==> src/rtl/ccs_pkg.sv <==
package ccs_pkg;

   // attribute-space byte offsets of the three registers
   localparam logic [10:0] CCS_OFF_STATUS = 11'h202;
   localparam logic [10:0] CCS_OFF_PINREP = 11'h204;
   localparam logic [10:0] CCS_OFF_SOCKET = 11'h206;

   // values after reset
   localparam logic [7:0] CCS_RST_STATUS = 8'h00;
   localparam logic [7:0] CCS_RST_PINREP = 8'h0c;
   localparam logic [7:0] CCS_RST_SOCKET = 8'h00;

   // status register field positions
   localparam int CCS_ST_CHANGE   = 7;
   localparam int CCS_ST_SIGEN    = 6;
   localparam int CCS_ST_NARROW   = 5;
   localparam int CCS_ST_PWRDN    = 2;
   localparam int CCS_ST_INTPEND  = 1;

   // pin replacement register field positions
   localparam int CCS_PR_RDY_CHG  = 5;
   localparam int CCS_PR_WP_CHG   = 4;
   localparam int CCS_PR_RDY_LIVE = 1;
   localparam int CCS_PR_WP_LIVE  = 0;

   // socket and copy register field position
   localparam int CCS_SC_COPY     = 4;

   // bits that read back fixed ones, all others zero unless stored or read live from an input
   localparam logic [7:0] CCS_FIX_STATUS = 8'h00;
   localparam logic [7:0] CCS_FIX_PINREP = 8'h0c;
   localparam logic [7:0] CCS_FIX_SOCKET = 8'h0c;

   // read data for an address outside the three registers
   localparam logic [7:0] CCS_UNMAPPED   = 8'h00;

   // mode index that means memory card interface
   localparam logic [5:0] CCS_IDX_MEMORY = 6'h00;

   // one host configuration access
   typedef struct packed {
      logic        rd;     // read strobe, one cycle
      logic        wr;     // write strobe, one cycle
      logic [10:0] addr;   // byte offset in attribute space
      logic [7:0]  wdata;  // write byte
   } ccs_acc_s;

   // card power state
   typedef enum logic [1:0] {
      CCS_PWR_IDLE  = 2'b01,
      CCS_PWR_SLEEP = 2'b10
   } ccs_pwr_e;

endpackage : ccs_pkg

==> src/rtl/ccs_cfg_regs.sv <==
`timescale 1ns/100ps

module ccs_cfg_regs
   import ccs_pkg::*;
(
   input  wire logic     CLOCK,                // system clock, 100 MHz
   input  wire logic     SRST,                 // synchronous reset, high
   input  wire logic     CE,                   // clock enable, freezes state when low
   input  wire ccs_acc_s CFG_ACC,              // host configuration access
   output logic [7:0]    CFG_RDATA,            // registered read byte
   output logic          CFG_RVALID,           // read data valid, one cycle
   input  wire logic [5:0] MODE_INDEX,         // mode index from option register
   input  wire logic     DIRECT_DISK,          // card strapped to direct disk mode
   input  wire logic     READY_INT,            // internal ready (1) / busy (0)
   input  wire logic     WRITE_PROTECT,        // write protect state, 1 protected
   input  wire logic     IRQ_SOURCE,           // raw interrupt condition, held until serviced
   input  wire logic     IRQ_DISABLE_N,        // device control interrupt-disable bit, 1 disables
   output logic          STATUS_CHANGE_OUT_N,  // status change pin, low active
   output logic          INTERRUPT_REQUEST_N,  // ready / interrupt request pin, low active
   output logic          POWER_DOWN,           // card in sleep state
   output logic          NARROW_BUS_ONLY,      // host limited to 8-bit I/O cycles
   output logic          COPY_NUMBER_FIELD     // card copy number
);

   ////////////////////////////////////////////////////////////////////////////
   // decode helpers

   // full 11-bit compare, so aliases of the three offsets do not decode
   // one decoder for all strobes so reads and writes agree on the map
   function automatic logic hits(input logic [10:0] addr, input logic [10:0] off);
      hits = (addr == off);
   endfunction : hits

   // assemble a readable byte from stored bits and the fixed ones
   function automatic logic [7:0] with_fixed(input logic [7:0] stored, input logic [7:0] fixed);
      with_fixed = stored | fixed;
   endfunction : with_fixed

   ////////////////////////////////////////////////////////////////////////////
   // declarations

   // access gating and strobes
   logic       access_ok;
   logic       io_mode;
   logic       wr_status;
   logic       wr_pinrep;
   logic       wr_socket;
   logic       rd_any;

   // stored host bits
   logic       sig_enable;
   logic       narrow;
   logic       copy_bit;

   // live and latched status
   logic       int_pending;
   logic       change_flag;
   logic [1:0] chg_latch;
   logic [1:0] chg_live;
   logic [1:0] chg_wbit;

   // register images and read path
   logic [7:0] status_byte;
   logic [7:0] pinrep_byte;
   logic [7:0] socket_byte;
   logic [7:0] next_rdata;

   // power state
   ccs_pwr_e   pwr_state;
   ccs_pwr_e   next_pwr_state;

   ////////////////////////////////////////////////////////////////////////////
   // mode and access gating

   // the index is a level from the option register; a new value acts from the next edge
   // nonzero mode index selects one of the I/O interfaces
   assign io_mode   = (MODE_INDEX != CCS_IDX_MEMORY);
   // in direct disk mode the config space is not decoded at all
   assign access_ok = !DIRECT_DISK;

   // write strobes per register and one read strobe for all offsets
   assign wr_status = access_ok && CFG_ACC.wr && hits(CFG_ACC.addr, CCS_OFF_STATUS);
   assign wr_pinrep = access_ok && CFG_ACC.wr && hits(CFG_ACC.addr, CCS_OFF_PINREP);
   assign wr_socket = access_ok && CFG_ACC.wr && hits(CFG_ACC.addr, CCS_OFF_SOCKET);
   assign rd_any    = access_ok && CFG_ACC.rd;

   ////////////////////////////////////////////////////////////////////////////
   // status register host bits

   // the change flag and pending bit are not writable; their write data is dropped
   // status-change enable and narrow-bus bits are plain host storage
   always_ff @(posedge CLOCK) begin
      if (SRST) begin
         sig_enable <= CCS_RST_STATUS[CCS_ST_SIGEN];
         narrow     <= CCS_RST_STATUS[CCS_ST_NARROW];
      end else if (CE && wr_status) begin
         sig_enable <= CFG_ACC.wdata[CCS_ST_SIGEN];
         narrow     <= CFG_ACC.wdata[CCS_ST_NARROW];
      end
   end

   assign NARROW_BUS_ONLY = narrow;

   ////////////////////////////////////////////////////////////////////////////
   // power state

   // the host alone wakes the card; nothing inside the block leaves sleep on its own
   // the power-down bit is the state itself, so a read always shows where the card is
   always_comb begin
      next_pwr_state = pwr_state;
      if (wr_status) begin
         if (CFG_ACC.wdata[CCS_ST_PWRDN]) begin
            next_pwr_state = CCS_PWR_SLEEP;
         end else begin
            next_pwr_state = CCS_PWR_IDLE;
         end
      end
   end

   always_ff @(posedge CLOCK) begin
      if (SRST) begin
         pwr_state <= CCS_PWR_IDLE;
      end else if (CE) begin
         pwr_state <= next_pwr_state;
      end
   end

   always_comb begin
      case (pwr_state)
         CCS_PWR_IDLE:  POWER_DOWN = 1'b0;
         CCS_PWR_SLEEP: POWER_DOWN = 1'b1;
         default:       POWER_DOWN = 1'b0;
      endcase
   end

   ////////////////////////////////////////////////////////////////////////////
   // interrupt pending

   // registered: one cycle of latency is traded for a glitch-free bit
   // follows the source, so it drops only once the cause is serviced;
   // masked to zero while the device control bit disables interrupts
   always_ff @(posedge CLOCK) begin
      if (SRST) begin
         int_pending <= CCS_RST_STATUS[CCS_ST_INTPEND];
      end else if (CE) begin
         int_pending <= IRQ_SOURCE && !IRQ_DISABLE_N;
      end
   end

   ////////////////////////////////////////////////////////////////////////////
   // change latches for ready and write protect

   assign chg_live[1] = READY_INT;
   assign chg_live[0] = WRITE_PROTECT;
   assign chg_wbit[1] = CFG_ACC.wdata[CCS_PR_RDY_CHG];
   assign chg_wbit[0] = CFG_ACC.wdata[CCS_PR_WP_CHG];

   // index 1 is ready, index 0 is write protect; both share the same behaviour
   // one host write strobe serves both; writing 1 sets a latch on purpose
   for (genvar g = 0; g < 2; g++) begin : g_chg
      ccs_chg_latch u_latch (
         .CLOCK  (CLOCK),
         .SRST   (SRST),
         .CE     (CE),
         .LIVE   (chg_live[g]),
         .WR_EN  (wr_pinrep),
         .WR_BIT (chg_wbit[g]),
         .LATCH  (chg_latch[g])
      );
   end

   // the change flag mirrors the ready-change latch only
   assign change_flag = chg_latch[1];

   ////////////////////////////////////////////////////////////////////////////
   // socket and copy register

   // only bit 4 is stored; bits 3 and 2 read as fixed ones from the image
   // copy number should be set before the mode index; the card cannot enforce it
   always_ff @(posedge CLOCK) begin
      if (SRST) begin
         copy_bit <= CCS_RST_SOCKET[CCS_SC_COPY];
      end else if (CE && wr_socket) begin
         copy_bit <= CFG_ACC.wdata[CCS_SC_COPY];
      end
   end

   assign COPY_NUMBER_FIELD = copy_bit;

   ////////////////////////////////////////////////////////////////////////////
   // register images

   // live bits read the inputs directly, so host writes to them land nowhere
   // fixed bits come from constants and never from storage
   always_comb begin
      status_byte = CCS_RST_STATUS;
      status_byte[CCS_ST_CHANGE]  = change_flag;
      status_byte[CCS_ST_SIGEN]   = sig_enable;
      status_byte[CCS_ST_NARROW]  = narrow;
      status_byte[CCS_ST_PWRDN]   = POWER_DOWN;
      status_byte[CCS_ST_INTPEND] = int_pending;
      status_byte = with_fixed(status_byte, CCS_FIX_STATUS);
   end

   always_comb begin
      pinrep_byte = 8'h00;
      pinrep_byte[CCS_PR_RDY_CHG]  = chg_latch[1];
      pinrep_byte[CCS_PR_WP_CHG]   = chg_latch[0];
      pinrep_byte[CCS_PR_RDY_LIVE] = READY_INT;
      pinrep_byte[CCS_PR_WP_LIVE]  = WRITE_PROTECT;
      pinrep_byte = with_fixed(pinrep_byte, CCS_FIX_PINREP);
   end

   always_comb begin
      socket_byte = 8'h00;
      socket_byte[CCS_SC_COPY] = copy_bit;
      socket_byte = with_fixed(socket_byte, CCS_FIX_SOCKET);
   end

   ////////////////////////////////////////////////////////////////////////////
   // read path

   // a read in the cycle of a write returns the image from before that write
   // unknown offsets answer zero so a probing host sees an empty slot
   always_comb begin
      if (hits(CFG_ACC.addr, CCS_OFF_STATUS)) begin
         next_rdata = status_byte;
      end else if (hits(CFG_ACC.addr, CCS_OFF_PINREP)) begin
         next_rdata = pinrep_byte;
      end else if (hits(CFG_ACC.addr, CCS_OFF_SOCKET)) begin
         next_rdata = socket_byte;
      end else begin
         next_rdata = CCS_UNMAPPED;
      end
   end

   // read data is held until the next read so slow hosts can sample late
   always_ff @(posedge CLOCK) begin
      if (SRST) begin
         CFG_RDATA <= 8'h00;
      end else if (CE && rd_any) begin
         CFG_RDATA <= next_rdata;
      end
   end

   // one pulse per taken read; a refused read leaves no trace
   always_ff @(posedge CLOCK) begin
      if (SRST) begin
         CFG_RVALID <= 1'b0;
      end else if (CE) begin
         CFG_RVALID <= rd_any;
      end
   end

   ////////////////////////////////////////////////////////////////////////////
   // card pins

   // a memory-mode card leaves the pin high even with the flag and enable set
   // status change only acts in an I/O interface; registered to keep the pin glitch free
   always_ff @(posedge CLOCK) begin
      if (SRST) begin
         STATUS_CHANGE_OUT_N <= 1'b1;
      end else if (CE) begin
         if (io_mode && sig_enable && change_flag) begin
            STATUS_CHANGE_OUT_N <= 1'b0;
         end else begin
            STATUS_CHANGE_OUT_N <= 1'b1;
         end
      end
   end

   // in I/O mode the ready pin is reused as interrupt request, otherwise it shows busy
   // in memory mode the pin is the plain ready line that the host polls
   always_ff @(posedge CLOCK) begin
      if (SRST) begin
         INTERRUPT_REQUEST_N <= 1'b1;
      end else if (CE) begin
         if (io_mode) begin
            INTERRUPT_REQUEST_N <= !int_pending;
         end else begin
            INTERRUPT_REQUEST_N <= READY_INT;
         end
      end
   end

endmodule : ccs_cfg_regs

==> src/rtl/ccs_chg_latch.sv <==
`timescale 1ns/100ps

module ccs_chg_latch
   import ccs_pkg::*;
(
   input  wire logic CLOCK,   // system clock
   input  wire logic SRST,    // synchronous reset, high
   input  wire logic CE,      // clock enable
   input  wire logic LIVE,    // live status level
   input  wire logic WR_EN,   // host write to this latch
   input  wire logic WR_BIT,  // value written by the host
   output logic      LATCH    // sticky change latch
);

   logic live_prev;

   // remember the last level so a change of state can be seen; reset loads the
   // level itself, so a card that is already ready at release shows no false change
   always_ff @(posedge CLOCK) begin
      if (SRST) begin
         live_prev <= LIVE;
      end else if (CE) begin
         live_prev <= LIVE;
      end
   end

   // a change sets the latch; it wins over a host write of zero in the same cycle
   always_ff @(posedge CLOCK) begin
      if (SRST) begin
         LATCH <= 1'b0;
      end else if (CE) begin
         if (LIVE != live_prev) begin
            LATCH <= 1'b1;
         end else if (WR_EN) begin
            LATCH <= WR_BIT;
         end
      end
   end

endmodule : ccs_chg_latch

==> config.mk <==
export PLATFORM = sky130hd
export DESIGN_NAME = ccs_cfg_regs
export DESIGN_NICKNAME = d
export VERILOG_FILES = /design/src/rtl/ccs_pkg.sv /design/src/rtl/ccs_cfg_regs.sv /design/src/rtl/ccs_chg_latch.sv
export SDC_FILE = /design/constraint.sdc
export NUM_CORES = 1
export LEC_CHECK = 0
export BUFFER_PORTS_ARGS = -buffer_cell sky130_fd_sc_hd__clkbuf_2
export CAP_MARGIN = 0
export CORE_ASPECT_RATIO = 1.2
export CORE_MARGIN = 10
export CORE_UTILIZATION = 40
export CTS_CLUSTER_DIAMETER = 200
export CTS_CLUSTER_SIZE = 24
export DETAILED_ROUTE_END_ITERATION = 16
export GPL_TIMING_DRIVEN = 0
export HOLD_SLACK_MARGIN = 0.08
export PLACE_DENSITY = 0.81
export SLEW_MARGIN = 20
export SYNTH_ARGS = -nofsm -noshare
export SYNTH_HDL_FRONTEND = slang
export SYNTH_SLANG_ARGS = --single-unit
==> constraint.sdc <==
create_clock -name CLOCK -period 1.7 [get_ports CLOCK]
set_input_delay 0.255 -clock CLOCK [delete_from_list [all_inputs] [get_ports CLOCK]]
set_output_delay 0.255 -clock CLOCK [all_outputs]
set_load 0.01 [all_outputs]
-- Word level (Yosys, flattened, before mapping)
Index checks and enable logic that the tools add are counted.
Widths: inputs -> output; s select.
- flip-flop bits (word level): 21
- input bits: 35
- word-level logic and storage cells: 55
- reductions and logical operators: 21
- multiplexer cells: 15
- eq/ne operators: 6
- operators with widths (cell ; count):
    $eq 11x10->1 const B ; 3
    $logic_and 1x1->1 ; 11
    $mux 1 ; 11
    $mux 8 ; 1
    $mux 6 ; 1
    $reduce_and 2->1 ; 3
    $reduce_bool 2->1 ; 3
    $reduce_bool 6->1 ; 1
    $mux 5 ; 1
    $logic_not 1->1 ; 3
    $eq 2x2->1 const B ; 1
    $mux 2 ; 1
    $ne 1x1->1 ; 2

-- Longest topological paths before layout
- word-level depth: 5
- depth in mapped cells: 5
- gate-level depth less buffers: 4

-- By module
A second synthesis with hierarchy kept.
- cells, all modules: 108
- area, all modules: 996.0 µm²
- by module, submodules not included (module ; area each (µm²) ; cells each ; instances ; sequential area each (µm²)):
    ccs_cfg_regs ; 818.3 ; 90 ; 1 ; 340.3
    ccs_chg_latch ; 88.8 ; 9 ; 2 ; 50.0

-- Worst setup path before layout
OpenSTA, ideal clock, no wires.
- path kind: input-to-reg
- start: in CFG_ACC[14] in the netlist's numbering
- end: reg pwr_state[1]
- cell stages on the path: 5
- library setup time: 0.115 ns
- required time: 1.585 ns
- buffers on the path: 1
- slack: 0.434 ns
- arrival time: 1.151 ns
- cell sequence: nor4b_4 -> and4_4 -> buf_8 -> a21boi_2 -> o21a_1
- word-level cells in the longest chain between the ends: 3
- ends and longest elaborated chain (what ; line ; text):
    start: declaration ; ccs_cfg_regs.sv:9 ; input wire ccs_acc_s CFG_ACC,
    $eq 11x10->1 ; ccs_cfg_regs.sv:31 ; hits = (addr == off);
    $logic_and 1x1->1 ; ccs_cfg_regs.sv:82 ; assign wr_status = access_ok && CFG_ACC.wr && hits(CFG_ACC.addr, CCS_OFF_STATUS);
    $reduce_and 2->1 (no line) ; n/a ;
    end signal: assignment ; ccs_cfg_regs.sv:124 ; pwr_state <= next_pwr_state;
    end: declaration ; ccs_cfg_regs.sv:69 ; ccs_pwr_e pwr_state;
Every way passes these cells.
A chain may end at the register's enable or synchronous reset.

-- Worst setup path in the final report
- start: reg pwr_state[1]
- end: out POWER_DOWN
- word-level cells in the longest chain between the ends: 2
- ends and longest elaborated chain (what ; line ; text):
    $eq 2x2->1 ; ccs_cfg_regs.sv:129 ; case (pwr_state)
    $mux 1 ; ccs_cfg_regs.sv:129 ;
    end: declaration ; ccs_cfg_regs.sv:20 ; output logic POWER_DOWN,
Every way passes these cells.

==> results.toml <==
[pwr]
swShare_pct = 25.1
switchingPower_uw = 220
peakVddDrop_uv = 500
p_comb_share_pct = 12.4
leakage_nw = 0.583
p_per_area_nw_per_um2 = 675
intPower_uw = 656
seq_power_share_pct = 59.7
clockPowerShare_pct = 27.8

[floorplan]
core_area_sq_um = 2350
io_pins = 49
die_w_microns = 65.9
die-area_sq_um = 4940
initial_utilization_pct = 42.9
die_y_microns = 75.0
rows = 19

[sta]
fin_setup_tns_ns = 0
period_minus_slack_ns = 1.27
final_max_slew_viol_count = 0
tightestPinTransition_ns = 0.526
rsz0062_at_grt = "no"
fmax_mhz = 788
relSlewSlack_pct = 64.9
fin_skew_ns = 0.00713
period_share_pct = 74.6
setup_viol = 0
timing.hold.ws_ns = 0.157
hold_violations = 0

[synth]
yosysWarnings = 0
synthCells = 105
synth.avg_cell_area_sq_um = 9.62
synth-edff-count = 2
syn_nets = 140
synthTopCellsByCount = "dfxtp_1 (19), nand2_1 (11), a21oi_1 (7)"
synth_top_cells_by_area = "dfxtp_1 (38%), edfxtp_1 (5.9%), nand2_1 (4.1%)"
ys_seq_elements = 21
synth_top_area_share_pct = 37.7
ys_types = 42
syn-cell-area_sq_um = 1010
synth.most_common_cell = "dfxtp_1"
synth-async-reset-ratio_pct = 0
yosysTopAreaCell = "dfxtp_1"
synth-main-ff-cell = "dfxtp_1"
yosysSeqAreaShare_pct = 43.6

[grt]
antenna_found_initial = 0
grt_pass1_vias = 1024
use_met3_pct = 3.86
grt_util_met1_pct = 10.2
grtUsageMet2_pct = 19.5
grt_max_degree = 14
grt_pass1_wl_microns = 4310
overflow = 0
track_usage_pct = 11.2
top_usage_layer = "met2"

[place]
port_buffers = 44
gp_congestion = 0.800
dp_hpwl_microns = 2200

[status]
status = "finished clean"

[detailed_routing]
ant_nets = 0
wl_per_cell_microns = 14.8
finalWirelength_microns = 2730
via_per_inst = 5.08
firstDrtPassIters = 4
drc = 0
vias = 934
drt_first_iter_violations = 32

[clock_tree]
cts_resized = 0
cts.sinks = 21
cts_tree = "yes"
root_buffer = "clkbuf_4"
postCtsHoldBufs = 0
clockBufferDepth = 2
cts_made_buffers = 3
htreeDepth = 1
cts_setup_buffers = 0
clk_latency_ns = 0.31
clk_pin_slew_worst_paths_ns = 0.12

[worst_hold_path]
worstHoldStart = "WRITE_PROTECT"
hold_class = "input pin to register"

[setup_path]
reg2reg_from = "COPY_NUMBER_FIELD$_SDFFE_PP0P_"
crit_path_start_kind = "register"
cp_data_required_time_ns = 1.44
endpoint_kind = "output port"
path_class = "register to output port"
crit_arrival_ns = 1.01
crit_start = "pwr_state[1]$_SDFFE_PP0P_"
worstPathMaxFanout = 2

[layout]
antennaDiodeCount = 0
synthToLayoutAreaGrowth_pct = 28.6
final_nets = 189
drive_gt1_share_pct = 42.5

[run]
drv_cap = 0
-- per-layer routing --
layer	wire length, microns	vias to the layer above	share of wire (%)
li1	-	477	-
met1	1020	429	37
met2	1400	24	51
met3	246	4	9.0
met4	62	0	2.3
met5	0	-	0
-- state kept, by name, summed over array words and instances, names as in the netlist --
register                 flops
CFG_RDATA                    8
CFG_RVALID                   1
COPY_NUMBER_FIELD            1
INTERRUPT_REQUEST_N          1
NARROW_BUS_ONLY              1
STATUS_CHANGE_OUT_N          1
g_chg.u_latch.LATCH          2
g_chg.u_latch.live_prev      2
int_pending                  1
pwr_state                    2
sig_enable                   1
-- stage by stage --
stage,util [%],cell area [sq um],total power [mW],std cells,setup slack (ns)
floorplan,-,1010,0.582,105,0.434
global placement,53.9,1270,0.640,180,0.250
detailed placement,53.9,1270,0.643,180,0.222
CTS,55.2,1300,0.887,184,0.423
global route,55.2,1300,0.921,184,0.380
finish,55.2,1300,0.876,184,0.431
-- final timing paths --
check                                               to  slack, ns  depth (start not counted)
setup / recovery                            POWER_DOWN       0.43                          2
hold / removal    g_chg[0].u_latch.live_prev$_DFFE_PP_       0.16                          1
setup reg to reg             CFG_RDATA[4]$_SDFFE_PP0P_       0.83                          3
hold reg to reg              CFG_RDATA[4]$_SDFFE_PP0P_       0.46                          2
-- cell usage in the layout (no fill, tap or decap), types with 3 or more instances in the layout --
cell type / Yosys / final
a21oi_2: 4 / 4
nand3_2: 4 / 4
nor2b_1: 4 / 4
nor2_1: 6 / 6
mux2i_1: 3 / 3
dfxtp_1: 19 / 19
inv_1: 3 / 3
a21oi_1: 7 / 7
clkbuf_4: 0 / 3
o21ai_0: 3 / 3
nand2_1: 11 / 11
clkbuf_2: 0 / 44
-- worst max-delay path, cell delays in order, from the launching register on --
cell and delay (ns):
dfxtp_1 0.34, nor2b_1 0.20, clkbuf_2 0.17
-- power groups by stage --
stage	clock network, mW	logic (mW)	registers, mW
after floorplan	0	0.0476	0.535
after CTS	0.254	0.110	0.523
after global placement	0	0.106	0.534
after detailed placement	0	0.109	0.535
final	0.244	0.109	0.523
after global routing	0.274	0.122	0.525
-- layout make-up --
type | count | area [sq um]
repair buffers | 44 | 220
multi-input cells | 76 | 526
well taps | 31 | 38.8
flip-flops and latches | 21 | 440
clock inverters | 1 | 7.51
plain buffers | 5 | 32.5
inverters | 3 | 11.3
fillers | 227 | 1050
clock buffers | 3 | 22.5
-- cells by family (layout without fill, tap and decap cells) --
| family | Yosys count | count (layout) | share of synthesized area [%] |
|---|---|---|---|
| and+or+nand+nor | 43 | 43 | 27.4 |
| DFF | 21 | 21 | 43.6 |
| xor gates and xnor gates | 2 | 2 | 1.74 |
| AOI/OAI and AO/OA | 27 | 27 | 18.8 |
| muxes | 4 | 4 | 4.09 |
| buffers and inverters | 8 | 56 | 4.34 |
(Power assumes the default switching activity.)
